## src/tdm_align_pkg.sv

```systemverilog
// constants and types shared by the input delay alignment block
// assumes one core clock; register offsets are the word addresses seen on the processor port
package tdm_align_pkg;

	// ----------------------------------------------------------------
	// sizes
	// ----------------------------------------------------------------
	localparam int STREAMS_PER_PORT = 16;
	localparam int ALL_STREAMS      = 32;
	localparam int ADDR_W           = 14;
	localparam int DATA_W           = 16;

	// ----------------------------------------------------------------
	// register map
	// ----------------------------------------------------------------
	localparam logic [13:0] LOCAL_IN_CHANNEL_DELAY_BASE     = 14'h0003;
	localparam logic [13:0] LOCAL_IN_BIT_DELAY_BASE         = 14'h0023;
	localparam logic [13:0] BACKPLANE_IN_CHANNEL_DELAY_BASE = 14'h0043;
	localparam logic [13:0] BACKPLANE_IN_BIT_DELAY_BASE     = 14'h0063;
	localparam logic [13:0] REGS_PER_BANK                   = 14'h0010;

	// ----------------------------------------------------------------
	// field layout and reset values
	// ----------------------------------------------------------------
	localparam int          CHAN_FIELD_W      = 8;
	localparam int          CHAN_FIELD_LSB    = 0;
	localparam int          BIT_FIELD_W       = 5;
	localparam int          BIT_FIELD_LSB     = 0;
	localparam logic [7:0]  CHAN_DELAY_RESET  = 8'h00;
	localparam logic [4:0]  BIT_DELAY_RESET   = 5'h00;
	localparam logic [15:0] READ_ZERO         = 16'h0000;

	// ----------------------------------------------------------------
	// stream timing
	// ----------------------------------------------------------------
	localparam logic [1:0] RATE_2M            = 2'h0;
	localparam logic [1:0] RATE_4M            = 2'h1;
	localparam logic [1:0] RATE_8M            = 2'h2;
	localparam logic [1:0] RATE_16M           = 2'h3;
	localparam logic [7:0] LAST_CHAN_2M       = 8'h1f;
	localparam logic [7:0] LAST_CHAN_4M       = 8'h3f;
	localparam logic [7:0] LAST_CHAN_8M       = 8'h7f;
	localparam logic [7:0] LAST_CHAN_16M      = 8'hff;
	localparam logic [1:0] LAST_QUARTER       = 2'h3;
	localparam logic [2:0] LAST_BIT_OF_CHAN   = 3'h7;

	typedef enum logic [1:0] {
		BANK_LOCAL_CHAN,
		BANK_LOCAL_BIT,
		BANK_BACK_CHAN,
		BANK_BACK_BIT
	} bank_type;

endpackage

```

## src/delay_reg_store.sv

```systemverilog
// delay register storage for all 32 input streams
// assumes the caller decodes the address; read data appear one clock after rd_en_i
`timescale 1ns/1ps

module delay_reg_store
	import tdm_align_pkg::*;
(
	// clock and reset
	input  wire logic                                core_clk_i,
	input  wire logic                                rst_n_i,
	input  wire logic                                ce_i,
	// access port
	input  wire logic                                wr_en_i,
	input  wire logic                                rd_en_i,
	input  wire bank_type                            bank_i,
	input  wire logic [3:0]                          idx_i,
	input  wire logic [DATA_W-1:0]                   wdata_i,
	output logic      [DATA_W-1:0]                   rdata_o,
	// fields, stream s at slice s; 0-15 local, 16-31 backplane
	output logic      [ALL_STREAMS*CHAN_FIELD_W-1:0] chan_delay_o,
	output logic      [ALL_STREAMS*BIT_FIELD_W-1:0]  bit_delay_o
);

	logic [CHAN_FIELD_W-1:0] chan_mem [ALL_STREAMS];
	logic [BIT_FIELD_W-1:0]  bit_mem  [ALL_STREAMS];
	logic [4:0]              slot;
	logic                    is_chan;

	assign slot    = {(bank_i == BANK_BACK_CHAN) || (bank_i == BANK_BACK_BIT), idx_i};
	assign is_chan = (bank_i == BANK_LOCAL_CHAN) || (bank_i == BANK_BACK_CHAN);

	// ----------------------------------------------------------------
	// write side; reserved bits are simply not stored
	// ----------------------------------------------------------------
	always_ff @(posedge core_clk_i) begin
		if (!rst_n_i) begin
			for (int i = 0; i < ALL_STREAMS; i++) begin
				chan_mem[i] <= CHAN_DELAY_RESET;
				bit_mem[i]  <= BIT_DELAY_RESET;
			end
		end else if (ce_i && wr_en_i) begin
			if (is_chan) begin
				chan_mem[slot] <= wdata_i[CHAN_FIELD_LSB +: CHAN_FIELD_W];
			end else begin
				bit_mem[slot] <= wdata_i[BIT_FIELD_LSB +: BIT_FIELD_W];
			end
		end
	end

	// ----------------------------------------------------------------
	// registered read, reserved bits zero
	// ----------------------------------------------------------------
	always_ff @(posedge core_clk_i) begin
		if (!rst_n_i) begin
			rdata_o <= READ_ZERO;
		end else if (ce_i && rd_en_i) begin
			if (is_chan) begin
				rdata_o <= {{(DATA_W-CHAN_FIELD_W){1'b0}}, chan_mem[slot]};
			end else begin
				rdata_o <= {{(DATA_W-BIT_FIELD_W){1'b0}}, bit_mem[slot]};
			end
		end
	end

	always_comb begin
		for (int i = 0; i < ALL_STREAMS; i++) begin
			chan_delay_o[i*CHAN_FIELD_W +: CHAN_FIELD_W] = chan_mem[i];
			bit_delay_o[i*BIT_FIELD_W +: BIT_FIELD_W]    = bit_mem[i];
		end
	end

endmodule

```

## src/tdm_input_delay_align.sv

```systemverilog
// per-stream input channel and bit delay alignment, local and backplane ports
// assumes a quarter-bit tick per rate from the clock generator and one frame pulse per port
// assumes software keeps each channel delay inside its stream's channel range
`timescale 1ns/1ps

module tdm_input_delay_align
	import tdm_align_pkg::*;
(
	// clock, reset, enable
	input  wire logic                                    core_clk_i,
	input  wire logic                                    rst_n_i,
	input  wire logic                                    ce_i,
	// processor port
	input  wire logic                                    cs_n_i,
	input  wire logic                                    ds_n_i,
	input  wire logic                                    rw_i,
	input  wire logic [ADDR_W-1:0]                       addr_i,
	input  wire logic [DATA_W-1:0]                       data_i,
	output logic      [DATA_W-1:0]                       data_o,
	output logic                                         data_oe_o,
	output logic                                         dtack_n_o,
	// timing
	input  wire logic [3:0]                              qtick_i,
	input  wire logic                                    local_frame_i,
	input  wire logic                                    backplane_frame_i,
	input  wire logic [STREAMS_PER_PORT*2-1:0]           local_rate_i,
	input  wire logic [STREAMS_PER_PORT*2-1:0]           backplane_rate_i,
	// serial inputs
	input  wire logic [STREAMS_PER_PORT-1:0]             local_serial_in_i,
	input  wire logic [STREAMS_PER_PORT-1:0]             backplane_serial_in_i,
	// aligned local channels
	output wire logic [STREAMS_PER_PORT-1:0]             local_chan_valid_o,
	output wire logic [STREAMS_PER_PORT*8-1:0]           local_chan_num_o,
	output wire logic [STREAMS_PER_PORT*8-1:0]           local_chan_data_o,
	// aligned backplane channels
	output wire logic [STREAMS_PER_PORT-1:0]             backplane_chan_valid_o,
	output wire logic [STREAMS_PER_PORT*8-1:0]           backplane_chan_num_o,
	output wire logic [STREAMS_PER_PORT*8-1:0]           backplane_chan_data_o
);

	// ----------------------------------------------------------------
	// helpers
	// ----------------------------------------------------------------
	function automatic logic in_bank(input logic [ADDR_W-1:0] a, input logic [13:0] base);
		in_bank = (a >= base) && (a < base + REGS_PER_BANK);
	endfunction

	function automatic logic [7:0] last_chan(input logic [1:0] rate);
		case (rate)
			RATE_2M:  last_chan = LAST_CHAN_2M;
			RATE_4M:  last_chan = LAST_CHAN_4M;
			RATE_8M:  last_chan = LAST_CHAN_8M;
			default:  last_chan = LAST_CHAN_16M;
		endcase
	endfunction

	// ----------------------------------------------------------------
	// address decode
	// ----------------------------------------------------------------
	logic        addr_hit;
	bank_type    addr_bank;
	logic [13:0] addr_base;
	logic [13:0] addr_off;

	// the banks never overlap, so the first hit decides
	always_comb begin
		addr_hit  = 1'b1;
		addr_bank = BANK_LOCAL_CHAN;
		addr_base = LOCAL_IN_CHANNEL_DELAY_BASE;
		if (in_bank(addr_i, LOCAL_IN_CHANNEL_DELAY_BASE)) begin
			addr_bank = BANK_LOCAL_CHAN;
			addr_base = LOCAL_IN_CHANNEL_DELAY_BASE;
		end else if (in_bank(addr_i, LOCAL_IN_BIT_DELAY_BASE)) begin
			addr_bank = BANK_LOCAL_BIT;
			addr_base = LOCAL_IN_BIT_DELAY_BASE;
		end else if (in_bank(addr_i, BACKPLANE_IN_CHANNEL_DELAY_BASE)) begin
			addr_bank = BANK_BACK_CHAN;
			addr_base = BACKPLANE_IN_CHANNEL_DELAY_BASE;
		end else if (in_bank(addr_i, BACKPLANE_IN_BIT_DELAY_BASE)) begin
			addr_bank = BANK_BACK_BIT;
			addr_base = BACKPLANE_IN_BIT_DELAY_BASE;
		end else begin
			addr_hit = 1'b0;
		end
		addr_off = addr_i - addr_base;
	end

	// ----------------------------------------------------------------
	// processor port handshake
	// ----------------------------------------------------------------
	// reads take one extra cycle because the store answers from its own register
	typedef enum logic [1:0] {
		BUS_IDLE,
		BUS_READ,
		BUS_ACK
	} bus_state_type;

	bus_state_type     bus_state;
	logic              strobe;
	logic              mem_wr;
	logic              mem_rd;
	logic              read_hit;
	logic [DATA_W-1:0] mem_rdata;
	logic [ALL_STREAMS*CHAN_FIELD_W-1:0] chan_delay;
	logic [ALL_STREAMS*BIT_FIELD_W-1:0]  bit_delay;

	assign strobe = !cs_n_i && !ds_n_i;
	// unmapped writes are acknowledged but dropped
	assign mem_wr = (bus_state == BUS_IDLE) && strobe && !rw_i && addr_hit;
	assign mem_rd = (bus_state == BUS_IDLE) && strobe && rw_i;

	always_ff @(posedge core_clk_i) begin
		if (!rst_n_i) begin
			bus_state <= BUS_IDLE;
			data_o    <= READ_ZERO;
			data_oe_o <= 1'b0;
			dtack_n_o <= 1'b1;
			read_hit  <= 1'b0;
		end else if (ce_i) begin
			// with ce_i low the handshake stalls too; a waiting master simply waits longer
			case (bus_state)
				BUS_IDLE: begin
					if (strobe && rw_i) begin
						read_hit  <= addr_hit;
						bus_state <= BUS_READ;
					end else if (strobe) begin
						dtack_n_o <= 1'b0;
						bus_state <= BUS_ACK;
					end
				end
				BUS_READ: begin
					data_o    <= read_hit ? mem_rdata : READ_ZERO;
					data_oe_o <= 1'b1;
					dtack_n_o <= 1'b0;
					bus_state <= BUS_ACK;
				end
				BUS_ACK: begin
					// hold the answer until the master drops its strobe
					if (!strobe) begin
						dtack_n_o <= 1'b1;
						data_oe_o <= 1'b0;
						bus_state <= BUS_IDLE;
					end
				end
				default: begin
					bus_state <= BUS_IDLE;
				end
			endcase
		end
	end

	// writes land on the taking edge, so the ack never runs ahead of the stored value
	delay_reg_store u_store (
		.core_clk_i   (core_clk_i),
		.rst_n_i      (rst_n_i),
		.ce_i         (ce_i),
		.wr_en_i      (mem_wr),
		.rd_en_i      (mem_rd),
		.bank_i       (addr_bank),
		.idx_i        (addr_off[3:0]),
		.wdata_i      (data_i),
		.rdata_o      (mem_rdata),
		.chan_delay_o (chan_delay),
		.bit_delay_o  (bit_delay)
	);

	// ----------------------------------------------------------------
	// per-stream receivers, streams 0-15 local, 16-31 backplane
	// ----------------------------------------------------------------
	logic [ALL_STREAMS-1:0]   all_valid;
	logic [ALL_STREAMS*8-1:0] all_num;
	logic [ALL_STREAMS*8-1:0] all_data;

	genvar s;
	generate
		for (s = 0; s < ALL_STREAMS; s++) begin : g_rx
			localparam int P = s % STREAMS_PER_PORT;
			logic [1:0] rate;
			logic       frame;
			logic       serial;
			logic       tick;
			logic [7:0] cdly;
			logic [4:0] bdly;
			logic       armed;
			logic       running;
			logic [4:0] wait_cnt;
			logic [1:0] quarter;
			logic [2:0] bit_cnt;
			logic [7:0] shift;
			logic [7:0] rx_chan;
			logic       sample;
			logic [7:0] next_shift;
			logic       valid;
			logic [7:0] num;
			logic [7:0] data;

			// ------------------------------------------------
			// stream selection
			// ------------------------------------------------
			if (s < STREAMS_PER_PORT) begin : g_local
				assign rate   = local_rate_i[P*2 +: 2];
				assign frame  = local_frame_i;
				assign serial = local_serial_in_i[P];
			end else begin : g_back
				assign rate   = backplane_rate_i[P*2 +: 2];
				assign frame  = backplane_frame_i;
				assign serial = backplane_serial_in_i[P];
			end

			// ------------------------------------------------
			// delay fields and sampling point
			// ------------------------------------------------
			assign cdly = chan_delay[s*CHAN_FIELD_W +: CHAN_FIELD_W];
			assign bdly = bit_delay[s*BIT_FIELD_W +: BIT_FIELD_W];
			// a slower stream simply sees fewer ticks, so delay scales with its rate
			assign tick = qtick_i[rate];
			// a tick on the frame cycle itself is dropped, so the pulse must fall between ticks
			assign sample = tick && ((armed && wait_cnt == 5'h00) || (running && quarter == LAST_QUARTER));
			assign next_shift = {shift[6:0], serial};

			// ------------------------------------------------
			// sampling phase
			// ------------------------------------------------
			// wait out the delay, then sample once per four ticks
			always_ff @(posedge core_clk_i) begin
				if (!rst_n_i) begin
					armed    <= 1'b0;
					running  <= 1'b0;
					wait_cnt <= BIT_DELAY_RESET;
					quarter  <= 2'h0;
				end else if (ce_i) begin
					// a new pulse restarts the phase and drops any part-built channel
					if (frame) begin
						armed    <= 1'b1;
						running  <= 1'b0;
						wait_cnt <= bdly;
						quarter  <= 2'h0;
					end else if (tick && armed) begin
						if (wait_cnt == 5'h00) begin
							armed   <= 1'b0;
							running <= 1'b1;
						end else begin
							wait_cnt <= wait_cnt - 5'h01;
						end
					end else if (tick && running) begin
						quarter <= quarter + 2'h1;
					end
				end
			end

			// ------------------------------------------------
			// bit assembly and channel numbering
			// ------------------------------------------------
			always_ff @(posedge core_clk_i) begin
				if (!rst_n_i) begin
					bit_cnt <= 3'h0;
					shift   <= 8'h00;
					rx_chan <= 8'h00;
					valid   <= 1'b0;
					num     <= 8'h00;
					data    <= 8'h00;
				end else if (ce_i) begin
					valid <= 1'b0;
					if (frame) begin
						bit_cnt <= 3'h0;
						rx_chan <= 8'h00;
					end else if (sample) begin
						shift   <= next_shift;
						bit_cnt <= bit_cnt + 3'h1;
						if (bit_cnt == LAST_BIT_OF_CHAN) begin
							valid   <= 1'b1;
							data    <= next_shift;
							// channels before the delay wrap to the previous frame's tail
							num     <= (rx_chan - cdly) & last_chan(rate);
							rx_chan <= rx_chan + 8'h01;
						end
					end
				end
			end

			assign all_valid[s]      = valid;
			assign all_num[s*8 +: 8]  = num;
			assign all_data[s*8 +: 8] = data;
		end
	endgenerate

	// ----------------------------------------------------------------
	// outputs, each bit straight from a receiver flop
	// ----------------------------------------------------------------
	assign local_chan_valid_o     = all_valid[STREAMS_PER_PORT-1:0];
	assign local_chan_num_o       = all_num[STREAMS_PER_PORT*8-1:0];
	assign local_chan_data_o      = all_data[STREAMS_PER_PORT*8-1:0];
	assign backplane_chan_valid_o = all_valid[ALL_STREAMS-1:STREAMS_PER_PORT];
	assign backplane_chan_num_o   = all_num[ALL_STREAMS*8-1:STREAMS_PER_PORT*8];
	assign backplane_chan_data_o  = all_data[ALL_STREAMS*8-1:STREAMS_PER_PORT*8];

endmodule

```

## config.mk

```make
export PLATFORM = sky130hd
export DESIGN_NAME = tdm_input_delay_align
export DESIGN_NICKNAME = d
export VERILOG_FILES = /design/src/tdm_align_pkg.sv /design/src/delay_reg_store.sv /design/src/tdm_input_delay_align.sv
export SDC_FILE = /design/constraint.sdc
export NUM_CORES = 2
export LEC_CHECK = 0
export BUFFER_PORTS_ARGS = -buffer_cell sky130_fd_sc_hd__buf_2
export CAP_MARGIN = 20
export CORE_MARGIN = 4
export CORE_UTILIZATION = 45
export CTS_CLUSTER_DIAMETER = 30
export DETAILED_ROUTE_END_ITERATION = 10
export PLACE_DENSITY = 0.65
export REMOVE_ABC_BUFFERS = 1
export SLEW_MARGIN = 5
export SYNTH_ARGS = -nofsm -noshare
export SYNTH_HDL_FRONTEND = slang
export SYNTH_SLANG_ARGS = --single-unit
```

## constraint.sdc

```tcl
create_clock -name core_clk_i -period 8.85 [get_ports core_clk_i]
set_input_delay 0 -clock core_clk_i [delete_from_list [all_inputs] [get_ports core_clk_i]]
set_output_delay 0 -clock core_clk_i [all_outputs]
set_load 0.01 [all_outputs]
```

After elaboration in Yosys (flattened, before gate mapping). Memory sizes are Yosys's and may differ from the RTL's. Index checks and enable logic that the tools add are counted.

$add $sub $neg: 161. $lt $le $gt $ge: 40. Equal/unequal tests: 200. Muxes and demuxes: 934. Bitwise logic cells: 34. Reduce and logical (&&, ||, !) cells: 668.

Operators with widths (count): 8-bit two-way mux (258); 8-bit one-hot mux with 3 select lines (32); 5-bit two-way mux (99); 3-bit AND reduction (163); 1-bit two-way mux (339); 2-bit nonzero test (161); 8-bit by 1-bit adder with 8-bit output, second input constant (32); 8-bit AND (32); 8-bit subtractor (32); 2-bit two-way mux (103); 3-bit two-way mux (64); 1-bit logical AND (172); 5-bit zero test (32); 5-bit by 1-bit subtractor with 5-bit output, second input constant (32); 2-bit == test, second input constant (67); 2-bit inequality test, second input constant (67); 4-bit AND reduction (32); 3-bit by 1-bit adder with 3-bit output, second input constant (32); 3-bit == test, second input constant (32); 2-bit by 3-bit < comparator with 1-bit output, second input constant (32); 2-bit zero test (34); 2-bit by 1-bit == test with 1-bit output, second input constant (33); 2-bit AND reduction (33); 2-bit by 1-bit adder with 2-bit output, second input constant (32); 21 further kinds (92).

Flip-flop bits (word level): 1445. RAM bits: 416. Input port bits: 138. Output and inout bits: 562. Logic and storage cells: 2365. Memories kept: 2.

Memories: u_store.chan_mem (words 32, width 8, read ports 33, clocked after Yosys merged registers in 0, wr ports 32, line delay_reg_store.sv:24) `logic [CHAN_FIELD_W-1:0] chan_mem [ALL_STREAMS];`; u_store.bit_mem (words 32, width 5, read ports 33, clocked after Yosys merged registers in 0, wr ports 32, line delay_reg_store.sv:25) `logic [BIT_FIELD_W-1:0] bit_mem [ALL_STREAMS];`.

Logic depth before layout (Yosys ltp).
Word-level depth: 14. Depth in mapped cells: 15.

By module. A second synthesis with hierarchy kept.

Cell total of the unflattened synthesis: 11155. Area, all modules: 98360.6 µm².

By module, submodules not included: tdm_input_delay_align (instances 1, cells each 9669, area each 78479.0 µm², seq. area each 28607.4 µm²); delay_reg_store (instances 1, cells each 1486, area each 19881.6 µm², seq. area each 12652.1 µm²).

Worst setup path before layout. OpenSTA, ideal clock, no wires.

Path kind: in2reg. Start point: input addr_i[0]. End point: register u_store.rdata_o[1]. Data arrival time: 3.276 ns. Data required time: 8.724 ns. Setup slack: 5.447 ns. Stages on the path: 14. Cell sequence: buf_2 -> buf_2 -> buf_2 -> buf_2 -> inv_1 -> ha_1 -> clkbuf_1 -> buf_2 -> buf_2 -> buf_1 -> mux4_2 -> a221oi_1 -> o22a_1 -> o211ai_1.

Word-level cells in the longest chain between the ends: 10. Elaborated cells between the ends (all ways): 27. Classes of those cells: add/sub: 1; order compare: 8; eq/ne: 2; mux: 7; reduce/logical: 7; memory: 2.

Ends and longest elaborated chain: start: declaration (line tdm_input_delay_align.sv:17) `input wire logic [ADDR_W-1:0] addr_i,`; 14-bit by 7-bit greater-or-equal comparator with 1-bit output / 14-bit by 7-bit < comparator with 1-bit output (equally long branches) (line tdm_input_delay_align.sv:45) `in_bank = (a >= base) && (a < base + REGS_PER_BANK);`; 1-bit logical AND (line tdm_input_delay_align.sv:45); 2-bit two-way mux (line tdm_input_delay_align.sv:79) `end else if (in_bank(addr_i, BACKPLANE_IN_BIT_DELAY_BASE)) begin`; 2-bit two-way mux (line tdm_input_delay_align.sv:76) `end else if (in_bank(addr_i, BACKPLANE_IN_CHANNEL_DELAY_BASE)) begin`; 2-bit two-way mux (line tdm_input_delay_align.sv:73) `end else if (in_bank(addr_i, LOCAL_IN_BIT_DELAY_BASE)) begin`; 2-bit two-way mux (line tdm_input_delay_align.sv:70) `if (in_bank(addr_i, LOCAL_IN_CHANNEL_DELAY_BASE)) begin`; 2-bit == test (on tied branches) (line delay_reg_store.sv:29, delay_reg_store.sv:30); 1-bit logical OR (line delay_reg_store.sv:29) `assign slot = {(bank_i == BANK_BACK_CHAN) || (bank_i == BANK_BACK_BIT), idx_i};`; memory read 32 x 5 bit / memory read 32 x 8 bit (equally long branches); 8-bit two-way mux * (line delay_reg_store.sv:57) `if (is_chan) begin`; end signal: assignment (line delay_reg_store.sv:58) `rdata_o <= {{(DATA_W-CHAN_FIELD_W){1'b0}}, chan_mem[slot]};`; end signal: assignment (line delay_reg_store.sv:60) `rdata_o <= {{(DATA_W-BIT_FIELD_W){1'b0}}, bit_mem[slot]};`; end: declaration (line delay_reg_store.sv:18) `output logic [DATA_W-1:0] rdata_o,`.

Every way passes the cells marked *; elsewhere a longest branch is shown, timed or not. A chain may end at the register's enable or synchronous reset.

Worst setup path in the final report.
Start point: register g_rx[14].wait_cnt[0]. End point: register g_rx[14].num[7].

Word-level cells in the longest chain between the ends: 5.

Ends and longest elaborated chain: start: declaration (line tdm_input_delay_align.sv:186) `logic [4:0] wait_cnt;`; start signal: assignment (line tdm_input_delay_align.sv:236) `wait_cnt <= bdly;`; start signal: assignment (line tdm_input_delay_align.sv:243) `wait_cnt <= wait_cnt - 5'h01;`; 5-bit zero test (line tdm_input_delay_align.sv:218) `assign sample = tick && ((armed && wait_cnt == 5'h00) || (running && quarter == LAST_QUARTER));`; 1-bit logical AND (line tdm_input_delay_align.sv:218); 1-bit logical OR (line tdm_input_delay_align.sv:218); 1-bit logical AND (line tdm_input_delay_align.sv:218); 4-bit AND reduction (no line); end signal: assignment (line tdm_input_delay_align.sv:274) `num <= (rx_chan - cdly) & last_chan(rate);`; end: declaration (line tdm_input_delay_align.sv:194) `logic [7:0] num;`.

Every way passes these cells.

==> results.toml <==
[timing]
fmax_ghz = 0.2253
drv_slew = 0
period_needed_ps = 4438
period_share_pct = 50.14
setup_slack_ps = 4412
finalClockSkew_ps = 62.33
rsz0062_at_grt = "no"
worst_slew_pin_slew_ps = 1201
slew_headroom_pct = 19.95
finalHoldViolCount = 0
setup_violations = 0

[finish]
utilization_pct = 56.56
fillers = 17311
post_route_cells_drive_above_1_share_pct = 15.02
synthToLayoutAreaGrowth_pct = 25.15
nets = 11630

[place]
dp_slack_ps = 4288
globalplace.congestion = 0.8915
portBuffers = 683
hpwl_um = 184100

[synthesis]
yosysSeqAreaShare_pct = 45.59
yosys_most_used_dff = "dfxtp_1"
synth.distinct_cells = 78
synthArstFlopShare_pct = 0
synth_cells = 10199
syn_area_mm2 = 0.09014
syn_area_per_cell_um2 = 8.838
yosysWarnings = 0
synth-edff-count = 416
synth_seq_cells = 1845

[drt]
wl_um = 281000
wire_per_inst_um = 19.99
vias = 79332
first_iter_violations = 6557
vias_per_cell = 5.643
ant_nets = 0
firstDrtPassIters = 6
drc = 0

[die]
ioPinCount = 700
num_rows = 164
coreArea_mm2 = 0.1995
fp.dieH_um = 455.6
fp.dieW_um = 455.6
dieArea_mm2 = 0.2075
start_util_pct = 45.20

[cts]
cts_inserted_buffers = 433
cts_sinks = 1845
post-cts-setup-buffer-count = 0
cts_resized = 0
clk_pin_slew_worst_paths_ps = 50
cts_buffer_depth = 4
htreeDepth = 5
root_buffer = "clkbuf_16"
clk_latency_ps = 970
tritoncts = "done"

[global_route]
grt_max_degree = 212
antenna_found_initial = 16
grt_usage_pct = 25.78
grt_pass1_vias = 76569
overflow = 0
grt_pass1_wl_um = 430800

[worst_setup_path]
max_stage_delay_ps = 890
cp.arrival_ps = 5310
path_common_cell = "dlygate4sd3_1"
worstPathCellList = "inv_1 > ha_1 > nor4b_1 > a22oi_1 > nor2b_1 > and3_1 > nand4_1 > dlygate4sd3_1 > a21oi_1 > dlygate4sd3_1"
critical_path_class = "flip-flop to flip-flop"
cp-end-kind = "flip-flop"
cp.required_ps = 9730
crit_fanout = 25
crit_path_top_delay_cell = "and3_1"
cp-start-kind = "flip-flop"

[run_status]
outcome = "complete, no violations"

[hold_path]
hp-class = "input port to flip-flop"

[power_and_ir_drop]
leakagePower_nw = 44.82
cellPowerDensity_mw_per_mm2 = 236.6
ir_drop_mv = 0.2015

[run]
cap_viol_max_count = 0
==> registers in the layout (all words and copies together) (netlist names), 64 cells and up <==
signal	flops
g_rx.num	256
g_rx.shift	224
g_rx.quarter	64
g_rx.data	256
g_rx.wait_cnt	160
u_store.chan_mem	256
u_store.bit_mem	160
g_rx.rx_chan	256
g_rx.bit_cnt	96
==> per-stage QoR <==
stage	TNS, ps	hold slack [ps]	power, mW	cells	cell area [um2]
floorplan	-1684120	108.8	9.885	9556	87390
global placement	0	256.2	10.48	12965	94880
detailed placement	0	262.1	10.53	12965	94880
CTS	0	0.8528	26.86	14024	112600
global route	0	42.92	27.50	14053	112800
finish	0	46.74	26.70	14059	112800
==> synthesized netlist by cell type (all sizes together), types with 41 or more instances <==
master | instances | share of area [%]
nand2 | 1366 | 5.7
o21ai | 618 | 3.5
nor3 | 108 | 0.61
and3 | 213 | 1.5
xnor2 | 124 | 1.2
nor2 | 1044 | 4.4
ha | 421 | 5.8
a22oi | 167 | 1.4
nand4 | 41 | 0.28
buf | 215 | 1.3
mux4 | 136 | 3.4
nand2b | 62 | 0.43
edfxtp | 416 | 14
nor2b | 127 | 0.88
dfxtp | 1429 | 32
and2 | 385 | 2.7
clkbuf | 435 | 1.8
a21oi | 1193 | 6.6
a21o | 54 | 0.45
inv | 353 | 1.5
mux2i | 106 | 1.2
a211oi | 115 | 0.96
a22o | 50 | 0.49
nand3b | 153 | 1.3
or3 | 84 | 0.58
nand3 | 299 | 1.7
==> final cells by class <==
cell class / count / area [um2] / area share [%]
Antenna cell: 11 / 27.53 / 0.02440
Clock buffer: 534 / 11950 / 10.59
Clock inverter: 254 / 3084 / 2.734
Inverter: 354 / 1345 / 1.192
Multi-Input combinational cell: 7357 / 45040 / 39.92
Sequential cell: 1845 / 41100 / 36.43
Tap cell: 2656 / 3323 / 2.946
Timing Repair Buffer: 1048 / 6952 / 6.162
==> worst max-delay path: cells and delay by family, from the launching register on <==
kind,cells,cell delay [ps]
DFF,1,330
buffers and inverters,3,1270
adders and majority gates,1,140
AOI/OAI and AO/OA,2,300
and+or+nand+nor,4,2340
==> placed cells by master, fill, tap and decap left out, types with 38 or more instances in the layout <==
cell type and instances:
nand4_1 41, nand2b_1 62, clkinv_2 65, or3_1 84, edfxtp_1 416, dlygate4sd3_1 271, a21oi_1 1192, and3_1 213
clkbuf_1 48, mux2i_1 106, o21ai_0 576, nor2b_1 127, a22o_1 50, dfxtp_1 1429, buf_4 70, nand3b_1 153
inv_1 350, nand2_1 1366, a211oi_1 115, a22oi_1 167, nor3_1 107, nor2_1 1038, clkbuf_8 38, ha_1 420
clkbuf_16 451, nand3_1 297, bufinv_16 56, xnor2_1 124, buf_2 684, and2_1 379, clkinvlp_4 41, mux4_2 136
a21o_1 54
==> worst paths after layout <==
| path | from | to | slack (ps) | cells past startpoint |
|---|---|---|---|---|
| max | g_rx[14].wait_cnt[0] | g_rx[14].num[7] | 4410 | 10 |
| min | local_rate_i[21] | g_rx[10].num[5] | 50 | 4 |
| max reg2reg | g_rx[14].wait_cnt[0] | g_rx[14].num[7] | 4410 | 10 |
| min reg2reg | g_rx[29].num[2] | g_rx[29].num[2] | 440 | 2 |
==> cells by family (layout without fill, tap and decap cells) <==
family                     after synthesis  count (layout)  share of synthesized area (%)
and+or+nand+nor                       3999            3999                          21.02
xor gates and xnor gates               149             149                          1.448
muxes                                  268             268                          4.900
other                                    1              19                       0.004160
AOI/OAI and AO/OA                     2480            2480                          15.92
DFF                                   1845            1845                          45.59
buffers and inverters                 1004            2190                          4.558
adders and majority gates              453             453                          6.554
==> timing repair <==
item | CTS | global route
hold buffers | 271 | 0
hold endpoints to repair | 931 | 0
setup endpoints to repair | 0 | 0
==> report_power, final <==
| group | switching (mW) | internal, mW | total [mW] |
|---|---|---|---|
| logic | 1.03 | 0.562 | 1.59 |
| clock network | 5.04 | 11.2 | 16.2 |
| registers | 0.141 | 8.78 | 8.92 |
==> metal layers <==
metal	up-vias	routed length [um]	track usage, %
met4	2	14620	13.30
met2	2882	131500	42.37
met3	730	20980	5.562
met1	38049	113900	31.87
li1	37669	-	-
met5	-	12	0
No activity file was read; power rests on OpenSTA's default activity.
